**src/design/sdd_pkg.sv**
```systemverilog
/*
 * Holds the shared constants of the four-digit segment decoder and driver:
 * register offsets, field positions, reset values, timing counts and glyph tables.
 * Assumes a 250 MHz system clock and a classic Wishbone register bus.
 */
// Operation
// - Address 00,01,10,11 selects digit four,three,two,one.
// - Both selects low: capture data and address.
// - Select rising: decode latched data into addressed digit.
// - Timebase low: release plane, follow external plane.
// - Plane frequency is timebase divided by 128.
// - Timebase lows under one microsecond are ignored.
// - LED style: brightness high lights segments, low blanks all.
// - Four-bit positive binary value, bit zero lowest.
// - Hex variant shows glyphs 0-9 and A-F.
// - Restricted variant: digits, dash, E, H, L, P, blank.
// - Rising digit strobe stores decoded value there.
package sdd_pkg;
    // Register byte offsets.
    localparam logic [3:0] SDD_CTRL_OFFSET   = 4'h0;
    localparam logic [3:0] SDD_STATUS_OFFSET = 4'h4;
    localparam logic [3:0] SDD_DIGITS_OFFSET = 4'h8;
    // Control fields and their reset values.
    localparam int         SDD_CTRL_HEX_BIT  = 0;
    localparam int         SDD_CTRL_LCD_BIT  = 1;
    localparam int         SDD_CTRL_BUS_BIT  = 2;
    localparam logic [2:0] SDD_CTRL_RESET    = 3'h3;
    // Status fields.
    localparam int         SDD_STAT_SLAVE_BIT = 0;
    localparam int         SDD_STAT_PLANE_BIT = 1;
    // Timing: clock period and the shortest low that counts as a disable.
    localparam int SDD_CLK_PERIOD_NS = 4;
    localparam int SDD_LOW_IGNORE_NS = 1000;
    localparam int SDD_LOW_CYCLES    = SDD_LOW_IGNORE_NS / SDD_CLK_PERIOD_NS;
    localparam int SDD_PLANE_DIVIDE  = 128;
    localparam int SDD_PLANE_HALF    = SDD_PLANE_DIVIDE / 2;
    // Glyph tables, segment a in bit 0 through segment g in bit 6.
    localparam logic [6:0] SDD_HEX_GLYPH [16] = '{
        7'h3F, 7'h06, 7'h5B, 7'h4F, 7'h66, 7'h6D, 7'h7D, 7'h07,
        7'h7F, 7'h6F, 7'h77, 7'h7C, 7'h39, 7'h5E, 7'h79, 7'h71};
    localparam logic [6:0] SDD_CODEB_GLYPH [16] = '{
        7'h3F, 7'h06, 7'h5B, 7'h4F, 7'h66, 7'h6D, 7'h7D, 7'h07,
        7'h7F, 7'h6F, 7'h40, 7'h79, 7'h76, 7'h38, 7'h73, 7'h00};
endpackage

```
**src/design/sdd_plane_if.sv**
```systemverilog
/*
 * Carries the backplane state from the timebase block to the top module.
 * Assumes one clock domain shared by both ends.
 */
`timescale 1ns/10ps
`default_nettype none
interface sdd_plane_if;
    logic plane_level;  // Current backplane level seen by the segments.
    logic slave_mode;   // High while the plane follows the external pin.
    modport source (output plane_level, output slave_mode);
    modport sink   (input  plane_level, input  slave_mode);
endinterface
`default_nettype wire

```
**src/design/sdd_glyph_decoder.sv**
```systemverilog
/*
 * Combinational glyph decoder for one four-bit value.
 * Assumes the caller registers the result; no state is held here.
 */
`timescale 1ns/10ps
`default_nettype none
module sdd_glyph_decoder (
    input  wire logic [3:0] value,
    input  wire logic       hex_sel,
    output logic      [6:0] glyph
);
    // The value is plain positive binary, bit zero least significant.
    always_comb begin
        if (hex_sel) begin
            glyph = sdd_pkg::SDD_HEX_GLYPH[value];
        end else begin
            glyph = sdd_pkg::SDD_CODEB_GLYPH[value];
        end
    end
endmodule
`default_nettype wire

```
**src/design/sdd_timebase.sv**
```systemverilog
/*
 * Backplane generator: divides the timebase pin by 128 and detects a held-low
 * timebase, which hands the plane over to the external common-plane pin.
 * Assumes the timebase pin is synchronous to sys_clk and far slower than it.
 */
`timescale 1ns/10ps
`default_nettype none
module sdd_timebase (
    input  wire logic sys_clk,
    input  wire logic reset,
    input  wire logic clk_en,
    input  wire logic timebase_pin,
    input  wire logic common_plane_in,
    sdd_plane_if.source plane
);
    logic       tb_prev_reg;   // Timebase level one cycle ago.
    logic [8:0] low_cnt_reg;   // Length of the current low run.
    logic [5:0] div_cnt_reg;   // Timebase rising edges within a half period.
    logic       own_level_reg; // Internally divided plane level.
    logic       slave_reg;     // Disable detected.
    logic       level_reg;     // Plane level handed to the segments.

    // Short lows are only counted; the mode changes once the run is long.
    // A full-swing overdrive with brief lows therefore never slaves the part.
    always_ff @(posedge sys_clk) begin
        if (reset) begin
            low_cnt_reg <= 9'h000;
            slave_reg   <= 1'b0;
        end else if (clk_en) begin
            if (timebase_pin) begin
                low_cnt_reg <= 9'h000;
                slave_reg   <= 1'b0;
            end else if (low_cnt_reg >= 9'(sdd_pkg::SDD_LOW_CYCLES - 1)) begin
                slave_reg <= 1'b1;
            end else begin
                low_cnt_reg <= low_cnt_reg + 9'h001;
            end
        end
    end

    // Toggle the own plane every 64 timebase rising edges, a divide by 128.
    always_ff @(posedge sys_clk) begin
        if (reset) begin
            tb_prev_reg   <= 1'b0;
            div_cnt_reg   <= 6'h00;
            own_level_reg <= 1'b0;
        end else if (clk_en) begin
            tb_prev_reg <= timebase_pin;
            if (timebase_pin && !tb_prev_reg) begin
                div_cnt_reg <= div_cnt_reg + 6'h01;
                if (div_cnt_reg == 6'(sdd_pkg::SDD_PLANE_HALF - 1)) begin
                    own_level_reg <= ~own_level_reg;
                end
            end
        end
    end

    // In slave mode the segments follow the external plane directly.
    always_ff @(posedge sys_clk) begin
        if (reset) begin
            level_reg <= 1'b0;
        end else if (clk_en) begin
            level_reg <= slave_reg ? common_plane_in : own_level_reg;
        end
    end

    assign plane.plane_level = level_reg;
    assign plane.slave_mode  = slave_reg;
endmodule
`default_nettype wire

```
**src/design/sdd_top.sv**
```systemverilog
/*
 * Four-digit seven-segment decoder and driver with two loading schemes,
 * multiplexed digit strobes or a processor port with two active-low selects,
 * and LCD or LED output styles, configured over classic Wishbone.
 * Assumes all pins are synchronous to sys_clk and held for several cycles.
 */
`timescale 1ns/10ps
`default_nettype none
module sdd_top (
    input  wire logic        sys_clk,
    input  wire logic        reset,
    input  wire logic        clk_en,
    // Classic Wishbone slave.
    input  wire logic        wb_cyc_i,
    input  wire logic        wb_stb_i,
    input  wire logic        wb_we_i,
    input  wire logic [3:0]  wb_adr_i,
    input  wire logic [3:0]  wb_sel_i,
    input  wire logic [31:0] wb_dat_i,
    output logic      [31:0] wb_dat_o,
    output logic             wb_ack_o,
    // Character value.
    input  wire logic        value_bit_zero,
    input  wire logic        value_bit_one,
    input  wire logic        value_bit_two,
    input  wire logic        value_bit_three,
    // Multiplexed loading strobes, active high.
    input  wire logic        digit_one_strobe,
    input  wire logic        digit_two_strobe,
    input  wire logic        digit_three_strobe,
    input  wire logic        digit_four_strobe,
    // Processor loading port.
    input  wire logic        digit_addr_low,
    input  wire logic        digit_addr_high,
    input  wire logic        bus_select_a_n,
    input  wire logic        bus_select_b_n,
    // Timebase, common plane and brightness.
    input  wire logic        timebase_pin,
    input  wire logic        common_plane_in,
    output logic             common_plane_out,
    output logic             common_plane_oe,
    input  wire logic        brightness,
    // Segment drives, digit one in bits 6:0, segment a lowest.
    output logic      [27:0] seg_out
);
    sdd_plane_if plane_bus ();

    logic [2:0]  ctrl_reg;        // Decoder, output and loading style.
    logic [6:0]  glyph_reg [4];   // Output latches, index 0 is digit one.
    logic [3:0]  in_value_reg;    // Input latch for the processor port.
    logic [1:0]  in_addr_reg;     // Input latch for the digit address.
    logic        sel_low_reg;     // Both selects were low last cycle in processor loading style.
    logic [3:0]  strobe_prev_reg; // Strobe levels one cycle ago.
    logic [27:0] seg_reg;         // Registered segment drives.
    logic        plane_out_reg;   // Registered plane pin level.
    logic        plane_oe_reg;    // Registered plane pin enable.
    logic        ack_reg;         // Wishbone acknowledge.
    logic [31:0] rdata_reg;       // Wishbone read data.

    logic [3:0]  pin_value;       // Value pins gathered into one word.
    logic [3:0]  strobes;         // Strobe pins, index 0 is digit one.
    logic        sel_low;         // Both selects low now.
    logic        commit;          // A select has just risen after a capture.
    logic [1:0]  commit_digit;    // Digit index named by the latched address.
    logic [6:0]  live_glyph;      // Decode of the value pins.
    logic [6:0]  latched_glyph;   // Decode of the input latch.
    logic [27:0] lit;             // Flattened output latches.
    logic        wb_req;          // New bus request this cycle.

    assign pin_value = {value_bit_three, value_bit_two, value_bit_one, value_bit_zero};
    assign strobes   = {digit_four_strobe, digit_three_strobe, digit_two_strobe, digit_one_strobe};
    assign sel_low   = !bus_select_a_n && !bus_select_b_n;
    // Either select rising ends the write, so no longer both low is the trigger.
    assign commit    = sel_low_reg && !sel_low;
    // Address 00 names digit four and 11 names digit one, so the index inverts.
    assign commit_digit = ~in_addr_reg;
    assign wb_req    = wb_cyc_i && wb_stb_i && !ack_reg;

    sdd_glyph_decoder live_dec (
        .value   (pin_value),
        .hex_sel (ctrl_reg[sdd_pkg::SDD_CTRL_HEX_BIT]),
        .glyph   (live_glyph)
    );

    sdd_glyph_decoder latch_dec (
        .value   (in_value_reg),
        .hex_sel (ctrl_reg[sdd_pkg::SDD_CTRL_HEX_BIT]),
        .glyph   (latched_glyph)
    );

    sdd_timebase timebase (
        .sys_clk         (sys_clk),
        .reset           (reset),
        .clk_en          (clk_en),
        .timebase_pin    (timebase_pin),
        .common_plane_in (common_plane_in),
        .plane           (plane_bus.source)
    );

    // Control register; byte lane zero carries all its fields.
    always_ff @(posedge sys_clk) begin
        if (reset) begin
            ctrl_reg <= sdd_pkg::SDD_CTRL_RESET;
        end else if (clk_en) begin
            if (wb_req && wb_we_i && wb_sel_i[0] && wb_adr_i == sdd_pkg::SDD_CTRL_OFFSET) begin
                ctrl_reg <= wb_dat_i[2:0];
            end
        end
    end

    // Bus answer one cycle after the request, unmapped reads return zero.
    always_ff @(posedge sys_clk) begin
        if (reset) begin
            ack_reg   <= 1'b0;
            rdata_reg <= 32'h0000_0000;
        end else if (clk_en) begin
            ack_reg <= wb_req;
            if (wb_req) begin
                case (wb_adr_i)
                    sdd_pkg::SDD_CTRL_OFFSET: begin
                        rdata_reg <= {29'h0000_0000, ctrl_reg};
                    end
                    sdd_pkg::SDD_STATUS_OFFSET: begin
                        rdata_reg <= {30'h0000_0000, plane_bus.plane_level, plane_bus.slave_mode};
                    end
                    sdd_pkg::SDD_DIGITS_OFFSET: begin
                        rdata_reg <= {4'h0, lit};
                    end
                    default: begin
                        rdata_reg <= 32'h0000_0000;
                    end
                endcase
            end
        end
    end

    // Input latches are transparent while both selects are low in processor loading style.
    always_ff @(posedge sys_clk) begin
        if (reset) begin
            in_value_reg <= 4'h0;
            in_addr_reg  <= 2'h0;
            sel_low_reg  <= 1'b0;
        end else if (clk_en) begin
            sel_low_reg <= sel_low && ctrl_reg[sdd_pkg::SDD_CTRL_BUS_BIT];
            if (sel_low && ctrl_reg[sdd_pkg::SDD_CTRL_BUS_BIT]) begin
                in_value_reg <= pin_value;
                in_addr_reg  <= {digit_addr_high, digit_addr_low};
            end
        end
    end

    // Output latches change only on a strobe edge or a select commit.
    always_ff @(posedge sys_clk) begin
        if (reset) begin
            strobe_prev_reg <= 4'h0;
            for (int i = 0; i < 4; i++) begin
                glyph_reg[i] <= 7'h00;
            end
        end else if (clk_en) begin
            strobe_prev_reg <= strobes;
            if (ctrl_reg[sdd_pkg::SDD_CTRL_BUS_BIT]) begin
                if (commit) begin
                    glyph_reg[commit_digit] <= latched_glyph;
                end
            end else begin
                for (int i = 0; i < 4; i++) begin
                    if (strobes[i] && !strobe_prev_reg[i]) begin
                        glyph_reg[i] <= live_glyph;
                    end
                end
            end
        end
    end

    assign lit = {glyph_reg[3], glyph_reg[2], glyph_reg[1], glyph_reg[0]};

    // Segment drive: LCD style is exclusive-or with the plane so lit segments sit
    // in antiphase and unlit ones in phase; LED style gates with brightness.
    always_ff @(posedge sys_clk) begin
        if (reset) begin
            seg_reg <= 28'h000_0000;
        end else if (clk_en) begin
            if (ctrl_reg[sdd_pkg::SDD_CTRL_LCD_BIT]) begin
                seg_reg <= lit ^ {28{plane_bus.plane_level}};
            end else begin
                seg_reg <= brightness ? lit : 28'h000_0000;
            end
        end
    end

    // The plane driver is released while slaved, and in LED style.
    always_ff @(posedge sys_clk) begin
        if (reset) begin
            plane_out_reg <= 1'b0;
            plane_oe_reg  <= 1'b0;
        end else if (clk_en) begin
            plane_out_reg <= plane_bus.plane_level;
            plane_oe_reg  <= ctrl_reg[sdd_pkg::SDD_CTRL_LCD_BIT] && !plane_bus.slave_mode;
        end
    end

    assign wb_dat_o         = rdata_reg;
    assign wb_ack_o         = ack_reg;
    assign seg_out          = seg_reg;
    assign common_plane_out = plane_out_reg;
    assign common_plane_oe  = plane_oe_reg;
endmodule
`default_nettype wire

```
**config.mk**
```make
export PLATFORM = sky130hd
export DESIGN_NAME = sdd_top
export DESIGN_NICKNAME = d
export VERILOG_FILES = /design/src/design/sdd_pkg.sv /design/src/design/sdd_plane_if.sv /design/src/design/sdd_glyph_decoder.sv /design/src/design/sdd_timebase.sv /design/src/design/sdd_top.sv
export SDC_FILE = /design/constraint.sdc
export NUM_CORES = 1
export LEC_CHECK = 0
export BUFFER_PORTS_ARGS = -buffer_cell sky130_fd_sc_hd__buf_4
export CAP_MARGIN = 20
export CORE_MARGIN = 5
export CORE_UTILIZATION = 49
export DETAILED_ROUTE_END_ITERATION = 8
export GPL_TIMING_DRIVEN = 0
export HOLD_SLACK_MARGIN = 0.08
export PLACE_DENSITY_LB_ADDON = 0.15
export SYNTH_ARGS = -nofsm -noshare
export SYNTH_HDL_FRONTEND = slang
export SYNTH_SLANG_ARGS = --single-unit
```
**constraint.sdc**
```tcl
create_clock -name sys_clk -period 1.95 [get_ports sys_clk]
set_input_delay 0.195 -clock sys_clk [delete_from_list [all_inputs] [get_ports sys_clk]]
set_output_delay 0.195 -clock sys_clk [all_outputs]
set_load 0.1 [all_outputs]
```
==> results.md, run 1 <==
Outcome:
- The run finished with clean final reports.

Route:
- After detailed routing, the number of remaining DRC violations is 0.
- The overall routed net length is 14.73 mm.
- In the final routed layout, each cell accounts on average for 17.07 um.
- The average via count per standard cell is 5.705.
- The total via count after detailed routing is 4923.
- Before antenna repair, the detailed router went through 5 iterations.
- The first routing iteration left 456 violations.
- The count of nets left with antenna violations after detail routing is 0.

Place:
- At the end of routability-driven placement, the weighted congestion stood at 0.9042.
- The half-perimeter wire length after placement is 10.69 mm.
- Counting tap cells, the placed design contains a total of 817 instances.
- The cell area after placement is 6409 um^2.
- In this run the tool buffered the top-level ports with 86 buffer cells.

Clock tree:
- The clock transition time at the flip-flop clock pins of the worst setup and hold paths is 0.05 ns.
- The H-tree was split into 4 levels.
- The cell sitting at the root of the clock tree is a sky130_fd_sc_hd__clkbuf_16.
- TritonCTS built the clock tree.
- The clock network latency to the later pin of the worst-skew pair is 0.42 ns.
- CTS saw 120 sinks.
- The clock passes through at most 2 buffers.
- The total CTS buffers is 17.

Setup path:
- The worst endpoint required time is around 2.1 ns.
- The type of the worst setup path is register to register.
- Among cell families on the critical path, the largest total delay comes from simple AND/OR/NAND/NOR gates.
- The type of destination of the critical path is a register.
- Data on the critical path arrives at its endpoint at 2.03 ns.
- The library cell contributing the largest single delay on the critical path is sky130_fd_sc_hd__or4b_4.
- The buffer and inverter count on the worst path is 1.
- Along the worst path, the maximum fanout reaches 8.
- Walking the worst path, the cells encountered are nand2_2 -> or4b_4 -> or3_1 -> buf_6 -> nand2_8.
- The maximum cell stage delay along the critical path is 0.58 ns.
- The type of element launching the critical path is a register.

Min path:
- In this run the worst hold path is classified as input port to register.

Layout:
- Leaving out fill and tap cells, the most frequent cell in the layout is sky130_fd_sc_hd__nor2_1.
- The count of non-filler cells in the finished layout is approximately 860.
- In the layout the commonest cells are sky130_fd_sc_hd__nor2_1, sky130_fd_sc_hd__buf_4, sky130_fd_sc_hd__dfxtp_1.
- The layout net count is 785.
- The fraction of final layout cells with drive strength greater than 1 is 24.17%.
- 0 antenna diodes ended up in the layout.
- In the final layout, flip-flops and latches occupy 2694 um^2.
- Once layout is done, the placed cells without fillers occupy 7238 um^2.
- Summing all multi-input logic gate instances after layout gives 2748 um^2.
- The share of the core filled with cells is 64.21%.
- The synthesis-to-finish area growth is 29.91%.
- The filler cells instantiated in the layout total 903.

Logic synthesis:
- The count of yosys warnings during synthesis is 0.
- After synthesis the cells add up to 5572 um^2.
- In the synthesized netlist the dominant register cell turns out to be sky130_fd_sc_hd__dfxtp_1.
- In the synthesized netlist, the number of instances is just under 600.
- The share of synthesized flip-flops with an asynchronous set or reset is 0%.
- The number of synthesized flops with an enable pin is 28.
- Sequential elements use 48.15% of the synthesized area.
- After synthesis the netlist holds a flip-flop and latch count of 120.
- The average cell area after synthesis is 9.524 um^2.
- The count of unique library cells instantiated by Yosys is 54.

STA:
- The final critical delay including setup and external delays is 1.905 ns.
- The relative max-transition margin is 47.65%.
- Setup violations remaining at the end of the flow were counted as 0.
- The highest clock frequency the design can meet is 525.1 MHz.
- The worst clock skew on the final layout is 0.01319 ns.
- The worst hold-check slack is 0.09442 ns.
- The total count of hold-check failures in the final report was 0.
- The max-slew violation total from the final report is 0.
- The transition at the pin with the smallest max-transition slack is a little under 0.8 ns.
- In the finished design, the share of the clock period the worst path needs comes to 97.67%.

Power and ir drop:
- The power per unit of standard cell area is 924.6 nW/um^2.
- In this run the static leakage power is 2.924 nW.
- The largest vdd supply drop is 512.9 uV.

Global routing:
- The maximum number of pins on one net before global-route repair is 17.
- The first global-routing pass estimated ~23 mm of wire.
- The initial antenna violation count was 0.
- For this run the aggregate overflow at the end of global routing stands at 0.
- The via count of the first global-routing pass is 4608.
- The all-layer global routing usage is 21.89%.

Floorplanning:
- The core footprint is roughly 11000 um^2.
- The number of top-level design ports is about 120.
- The floorplan die height is 116.6 um.
- The die footprint is 13600 um^2.
- The initial utilization of the core area, before any placement, comes to 49.43%.
- The floorplan step set the die width to between 100 and 150 um.
- The floorplan has 39 rows.

Flow run:
- Max-cap violations in this run came to 0.
==> cells in the mapped netlist (9+ instances only) <==
| library cell | count | area share, % |
|---|---|---|
| sky130_fd_sc_hd__nor2_1 | 98 | 6.6 |
| sky130_fd_sc_hd__dfxtp_1 | 92 | 33 |
| sky130_fd_sc_hd__a22oi_1 | 56 | 7.5 |
| sky130_fd_sc_hd__nand2_1 | 31 | 2.1 |
| sky130_fd_sc_hd__xnor2_1 | 31 | 4.9 |
| sky130_fd_sc_hd__o22ai_1 | 29 | 3.3 |
| sky130_fd_sc_hd__edfxtp_1 | 28 | 15 |
| sky130_fd_sc_hd__clkbuf_1 | 26 | 1.8 |
| sky130_fd_sc_hd__mux2i_1 | 20 | 3.6 |
| sky130_fd_sc_hd__ha_1 | 17 | 3.8 |
| sky130_fd_sc_hd__a21oi_1 | 16 | 1.4 |
| sky130_fd_sc_hd__inv_1 | 14 | 0.94 |
| sky130_fd_sc_hd__o21ai_0 | 13 | 1.2 |
| sky130_fd_sc_hd__buf_2 | 9 | 0.81 |
==> per-layer routing <==
metal / up-vias / GRT usage (%) / part of all wire (%)
met3: 30 / 5.440 / 6.8
met1: 2361 / 27.97 / 43
li1: 2353 / - / -
met5: - / 0 / 0
met4: 0 / 7.951 / 1.7
met2: 179 / 36.08 / 49
==> stage by stage <==
stage / setup WS, ns / TNS (ns) / power [mW]
2_1_floorplan: 0.03101 / 0 / 3.421
3_3_place_gp: -0.4912 / -14.38 / 3.641
3_5_place_dp: -0.4701 / -16.42 / 3.659
4_1_cts: 0.01478 / 0 / 6.726
5_1_grt: -0.008851 / -0.06531 / 6.926
6_report: 0.04548 / 0 / 6.693
==> kinds of logic (layout without fill, tap and decap cells) <==
| group | Yosys count | in the layout | share of synthesized area, % |
|---|---|---|---|
| AOI/OAI and AO/OA | 141 | 141 | 17.47 |
| adders and majority gates | 17 | 17 | 3.818 |
| xor gates and xnor gates | 35 | 35 | 5.502 |
| buffers and inverters | 57 | 189 | 4.312 |
| muxes | 25 | 25 | 4.806 |
| and+or+nand+nor | 189 | 189 | 15.88 |
| other | 1 | 4 | 0.06731 |
| DFF | 120 | 120 | 48.15 |
==> worst reg2reg max path: stages (launching register included) <==
cell	delay, ns
sky130_fd_sc_hd__dfxtp_4	0.36
sky130_fd_sc_hd__nand2_2	0.09
sky130_fd_sc_hd__or4b_4	0.58
sky130_fd_sc_hd__or3_1	0.34
sky130_fd_sc_hd__buf_6	0.15
sky130_fd_sc_hd__nand2_8	0.09
==> where the power goes <==
| group | total [mW] | internal, mW | switching, mW |
|---|---|---|---|
| combinational | 0.925 | 0.277 | 0.648 |
| sequential | 2.72 | 2.65 | 0.0697 |
| clock | 3.05 | 1.90 | 1.15 |
| total | 6.69 | 4.83 | 1.86 |
==> path summary, 6_finish.rpt <==
kind / start / to / slack [ns] / cells past startpoint
worst min register to register: wb_ack_o / wb_ack_o / 0.47 / 2
worst max-delay path: ctrl_reg[2] / glyph_reg[3][5] / 0.05 / 5
worst max register to register: ctrl_reg[2] / glyph_reg[3][5] / 0.05 / 5
worst min-delay path: value_bit_one / in_value_reg[1] / 0.09 / 3
==> what timing repair did <==
action,CTS,global route
hold endpoints to repair,10,0
setup buffers,1,3
hold buffers,10,0
pin swaps,1,4
endpoints found under the setup margin,58,72
gates resized for setup,15,21
==> cell type report <==
type,count,area share [%]
Inverter,15,0.7779
Clock buffer,20,6.603
Clock inverter,12,1.538
Timing Repair Buffer,100,10.72
Tap cell,143,2.472
Buffer,42,2.714
Multi-Input combinational cell,411,37.96
Sequential cell,120,37.22
No activity file was read; power rests on OpenSTA's default activity.
==> inputs of run 2 (changes only) <==
--- a/config.mk
+++ b/config.mk
@@ -8,7 +8,7 @@
 export BUFFER_PORTS_ARGS = -buffer_cell sky130_fd_sc_hd__buf_4
 export CAP_MARGIN = 20
 export CORE_MARGIN = 5
-export CORE_UTILIZATION = 49
+export CORE_UTILIZATION = 58
 export DETAILED_ROUTE_END_ITERATION = 8
 export GPL_TIMING_DRIVEN = 0
 export HOLD_SLACK_MARGIN = 0.08
==> constraint.sdc (replaced) <==
create_clock -name sys_clk -period 2.3 [get_ports sys_clk]
set_input_delay 0.23 -clock sys_clk [delete_from_list [all_inputs] [get_ports sys_clk]]
set_output_delay 0.23 -clock sys_clk [all_outputs]
set_load 0.1 [all_outputs]
==> run 2 against run 1 <==
Compared with the run above: cell count fell by 1.7%; critical path type unchanged; total power shrank 10%; clock skew shrank 0.0025 ns; combinational power fell by 16%; utilization up 13 points.
==> results.md, run 2 (synthesis results as in run 1) <==
Outcome:
- The flow ran to the end, and the final reports show no timing, DRC or antenna violations.

Setup path:
- STA classifies the critical path startpoint as a register.
- The worst endpoint required time is 2.53 ns.
- In this run the critical register-to-register path is launched from in_value_reg[2].
- The type of destination of the critical path is a register.
- The type of the worst setup path is register to register.
- For the worst setup path, the data arrival time is 2.38 ns.
- The maximum cell stage delay along the critical path is approximately 0.45 ns.
- Walking the worst path, the cells encountered are clkbuf_1 -> clkbuf_1 -> o221ai_1 -> a21boi_1 -> o22ai_1.
- The critical path launch point is in_value_reg[2].
- The cell that appears most often on the critical path is sky130_fd_sc_hd__clkbuf_1.
- The top fanout value on the critical path is 10.
- The library cell contributing the largest single delay on the critical path is sky130_fd_sc_hd__a21boi_1.

Floorplanning:
- The effective utilization at floorplan is 60.01%.
- In this run the count of I/O pins placed on the die edge is ~120.
- The initialized floorplan defines 35 standard-cell rows.
- The floorplan die height is 108.0 um.
- The region available for standard cell placement spans 9284 um^2.
- The die is 108.0 um wide.
- The die covers 11670 um^2.

Flow run:
- The reported max-cap violation count is 0.

STA:
- The relative max-transition margin is 44.38%.
- The worst clock skew on the final layout is ~0.011 ns.
- The final setup violation count is 0.
- For the pin with the worst max-slew slack, the measured transition is 0.8272 ns.
- The highest clock frequency the design can meet is around 470 MHz.
- Of the available clock period, the critical path in the final layout requires 93.49%.
- The final critical delay including setup and external delays is 2.150 ns.
- The total count of hold-check failures in the final report is 0.
- The max-slew violation total from the final report is 0.
- The worst path meets setup with 0.1497 ns of slack.
- On the final layout, the worst hold slack is 0.1155 ns.
- Setup repair after global routing left no endpoint under its margin.

Min path:
- The hold path startpoint is bus_select_a_n.
- The worst hold path class is input port to register.

Place:
- The setup slack after placement is -0.06072 ns.
- The number of input and output port buffers inserted is 86.
- The half-perimeter wire length after placement is 10.67 mm.
- The final weighted congestion in routability-driven placement is 0.9578.

Layout:
- Compared with the post-synthesis result, the final layout area differs by 28.97%.
- The fraction of final layout cells with drive strength greater than 1 is 20.72%.
- The top cell types in the final layout, fill and taps aside, are sky130_fd_sc_hd__nor2_1, sky130_fd_sc_hd__dfxtp_1, sky130_fd_sc_hd__buf_4.
- The number of antenna repair diodes is 0.
- The fill cell total of the finished layout is 616.
- Leaving out fill and tap cells, the most frequent cell in the layout is sky130_fd_sc_hd__nor2_1.
- The layout net count is 784.

Route:
- After the first detailed-routing iteration, the DRC count stood at 447.
- Once detail routing completed, the nets flagged for antenna violations numbered 0.
- After detailed routing, the number of remaining DRC violations is 0.
- The pre-antenna-repair detailed-routing pass consisted of 6 iterations.
- The overall routed net length is ~16 mm.
- Dividing the detail-routed wire length by the instance count gives ~18 um.
- Using the TritonRoute via totals, the vias-per-cell ratio works out to between 5 and 6.
- The total via count after detailed routing is 5054.

Clock tree:
- The setup fix buffers added after clock tree synthesis is 0.
- The clock net in this run drives a total of 120 sinks.
- Counting the buffers created by CTS gives 17.
- The master cell of the clock root buffer is sky130_fd_sc_hd__clkbuf_8.
- The clock transition time at the flip-flop clock pins of the worst setup and hold paths is 0.06 ns.
- TritonCTS built the clock tree.
- The clock passes through at most 2 buffers.
- The clock network latency to the later pin of the worst-skew pair is 0.52 ns.
- CTS built an H-tree with a depth of 4.

Power and ir drop:
- In this run the static leakage power is 2.923 nW.
- Across the VDD grid, the largest voltage drop is around 480 uV.
- Power spread over the standard cell area amounts to 837.1 nW/um^2.

Global routing:
- The via count of the first global-routing pass is 4971.
- The maximum number of pins on one net before global-route repair is 17.
- The initial antenna violation count is 0.
- The total congestion overflow after global routing is 0.
- The all-layer global routing usage is 27.27%.
- The first global-routing pass estimated 24.87 mm of wire.
## run 2: layout make-up
cell class	count	area, um^2	share of cell area [%]
Buffer	42	186.4	2.594
Timing Repair Buffer	99	775.7	10.80
Tap cell	129	161.4	2.246
Clock inverter	9	156.4	2.177
Clock buffer	23	499.2	6.948
Sequential cell	120	2683	37.33
Multi-Input combinational cell	411	2668	37.12
Inverter	15	56.30	0.7836
## run 2: per-stage QoR
step	power, mW	cell area (um^2)	setup TNS [ns]	utilization [%]	instances
after floorplan	2.900	5583	0	-	588
after detailed placement	3.101	6390	-0.1463	68.83	803
final	6.015	7186	0	77.40	848
after CTS	6.013	7177	0	77.30	848
after global placement	3.084	6390	-0.1456	68.83	803
after global routing	6.173	7186	0	77.40	848
## run 2: path summary, 6_finish.rpt
check / end / slack (ns) / cells after the start
worst max-delay path: glyph_reg[1][0] / 0.15 / 5
worst max register to register: glyph_reg[1][0] / 0.15 / 5
worst min register to register: sel_low_reg / 0.49 / 2
worst min-delay path: sel_low_reg / 0.12 / 4
## run 2: what timing repair did
| item | CTS | global route |
|---|---|---|
| gates resized for setup | 1 | 5 |
| pin swaps | 0 | 0 |
| endpoints found under the hold margin | 14 | 0 |
| hold buffers | 13 | 0 |
| endpoints found under the setup margin | 4 | 18 |
## run 2: critical path: cells and delay by family (launching register included)
| kind | cells | cell delay (ns) |
|---|---|---|
| buffers and inverters | 2 | 0.70 |
| DFF | 1 | 0.31 |
| AOI/OAI and AO/OA | 3 | 0.87 |
## run 2: per-layer routing
metal  vias up  track usage [%]  share of wire (%)
li1       2325                -                  -
met1      2437            33.96                 41
met2       252            45.07                 49
met3        40            6.687                7.9
met4         0            11.90                2.5
met5         -                0                  0
## run 2: power by group
part / internal (mW) / switching, mW
Sequential: 2.25 / 0.0609
Clock: 1.95 / 0.972
Combinational: 0.232 / 0.549
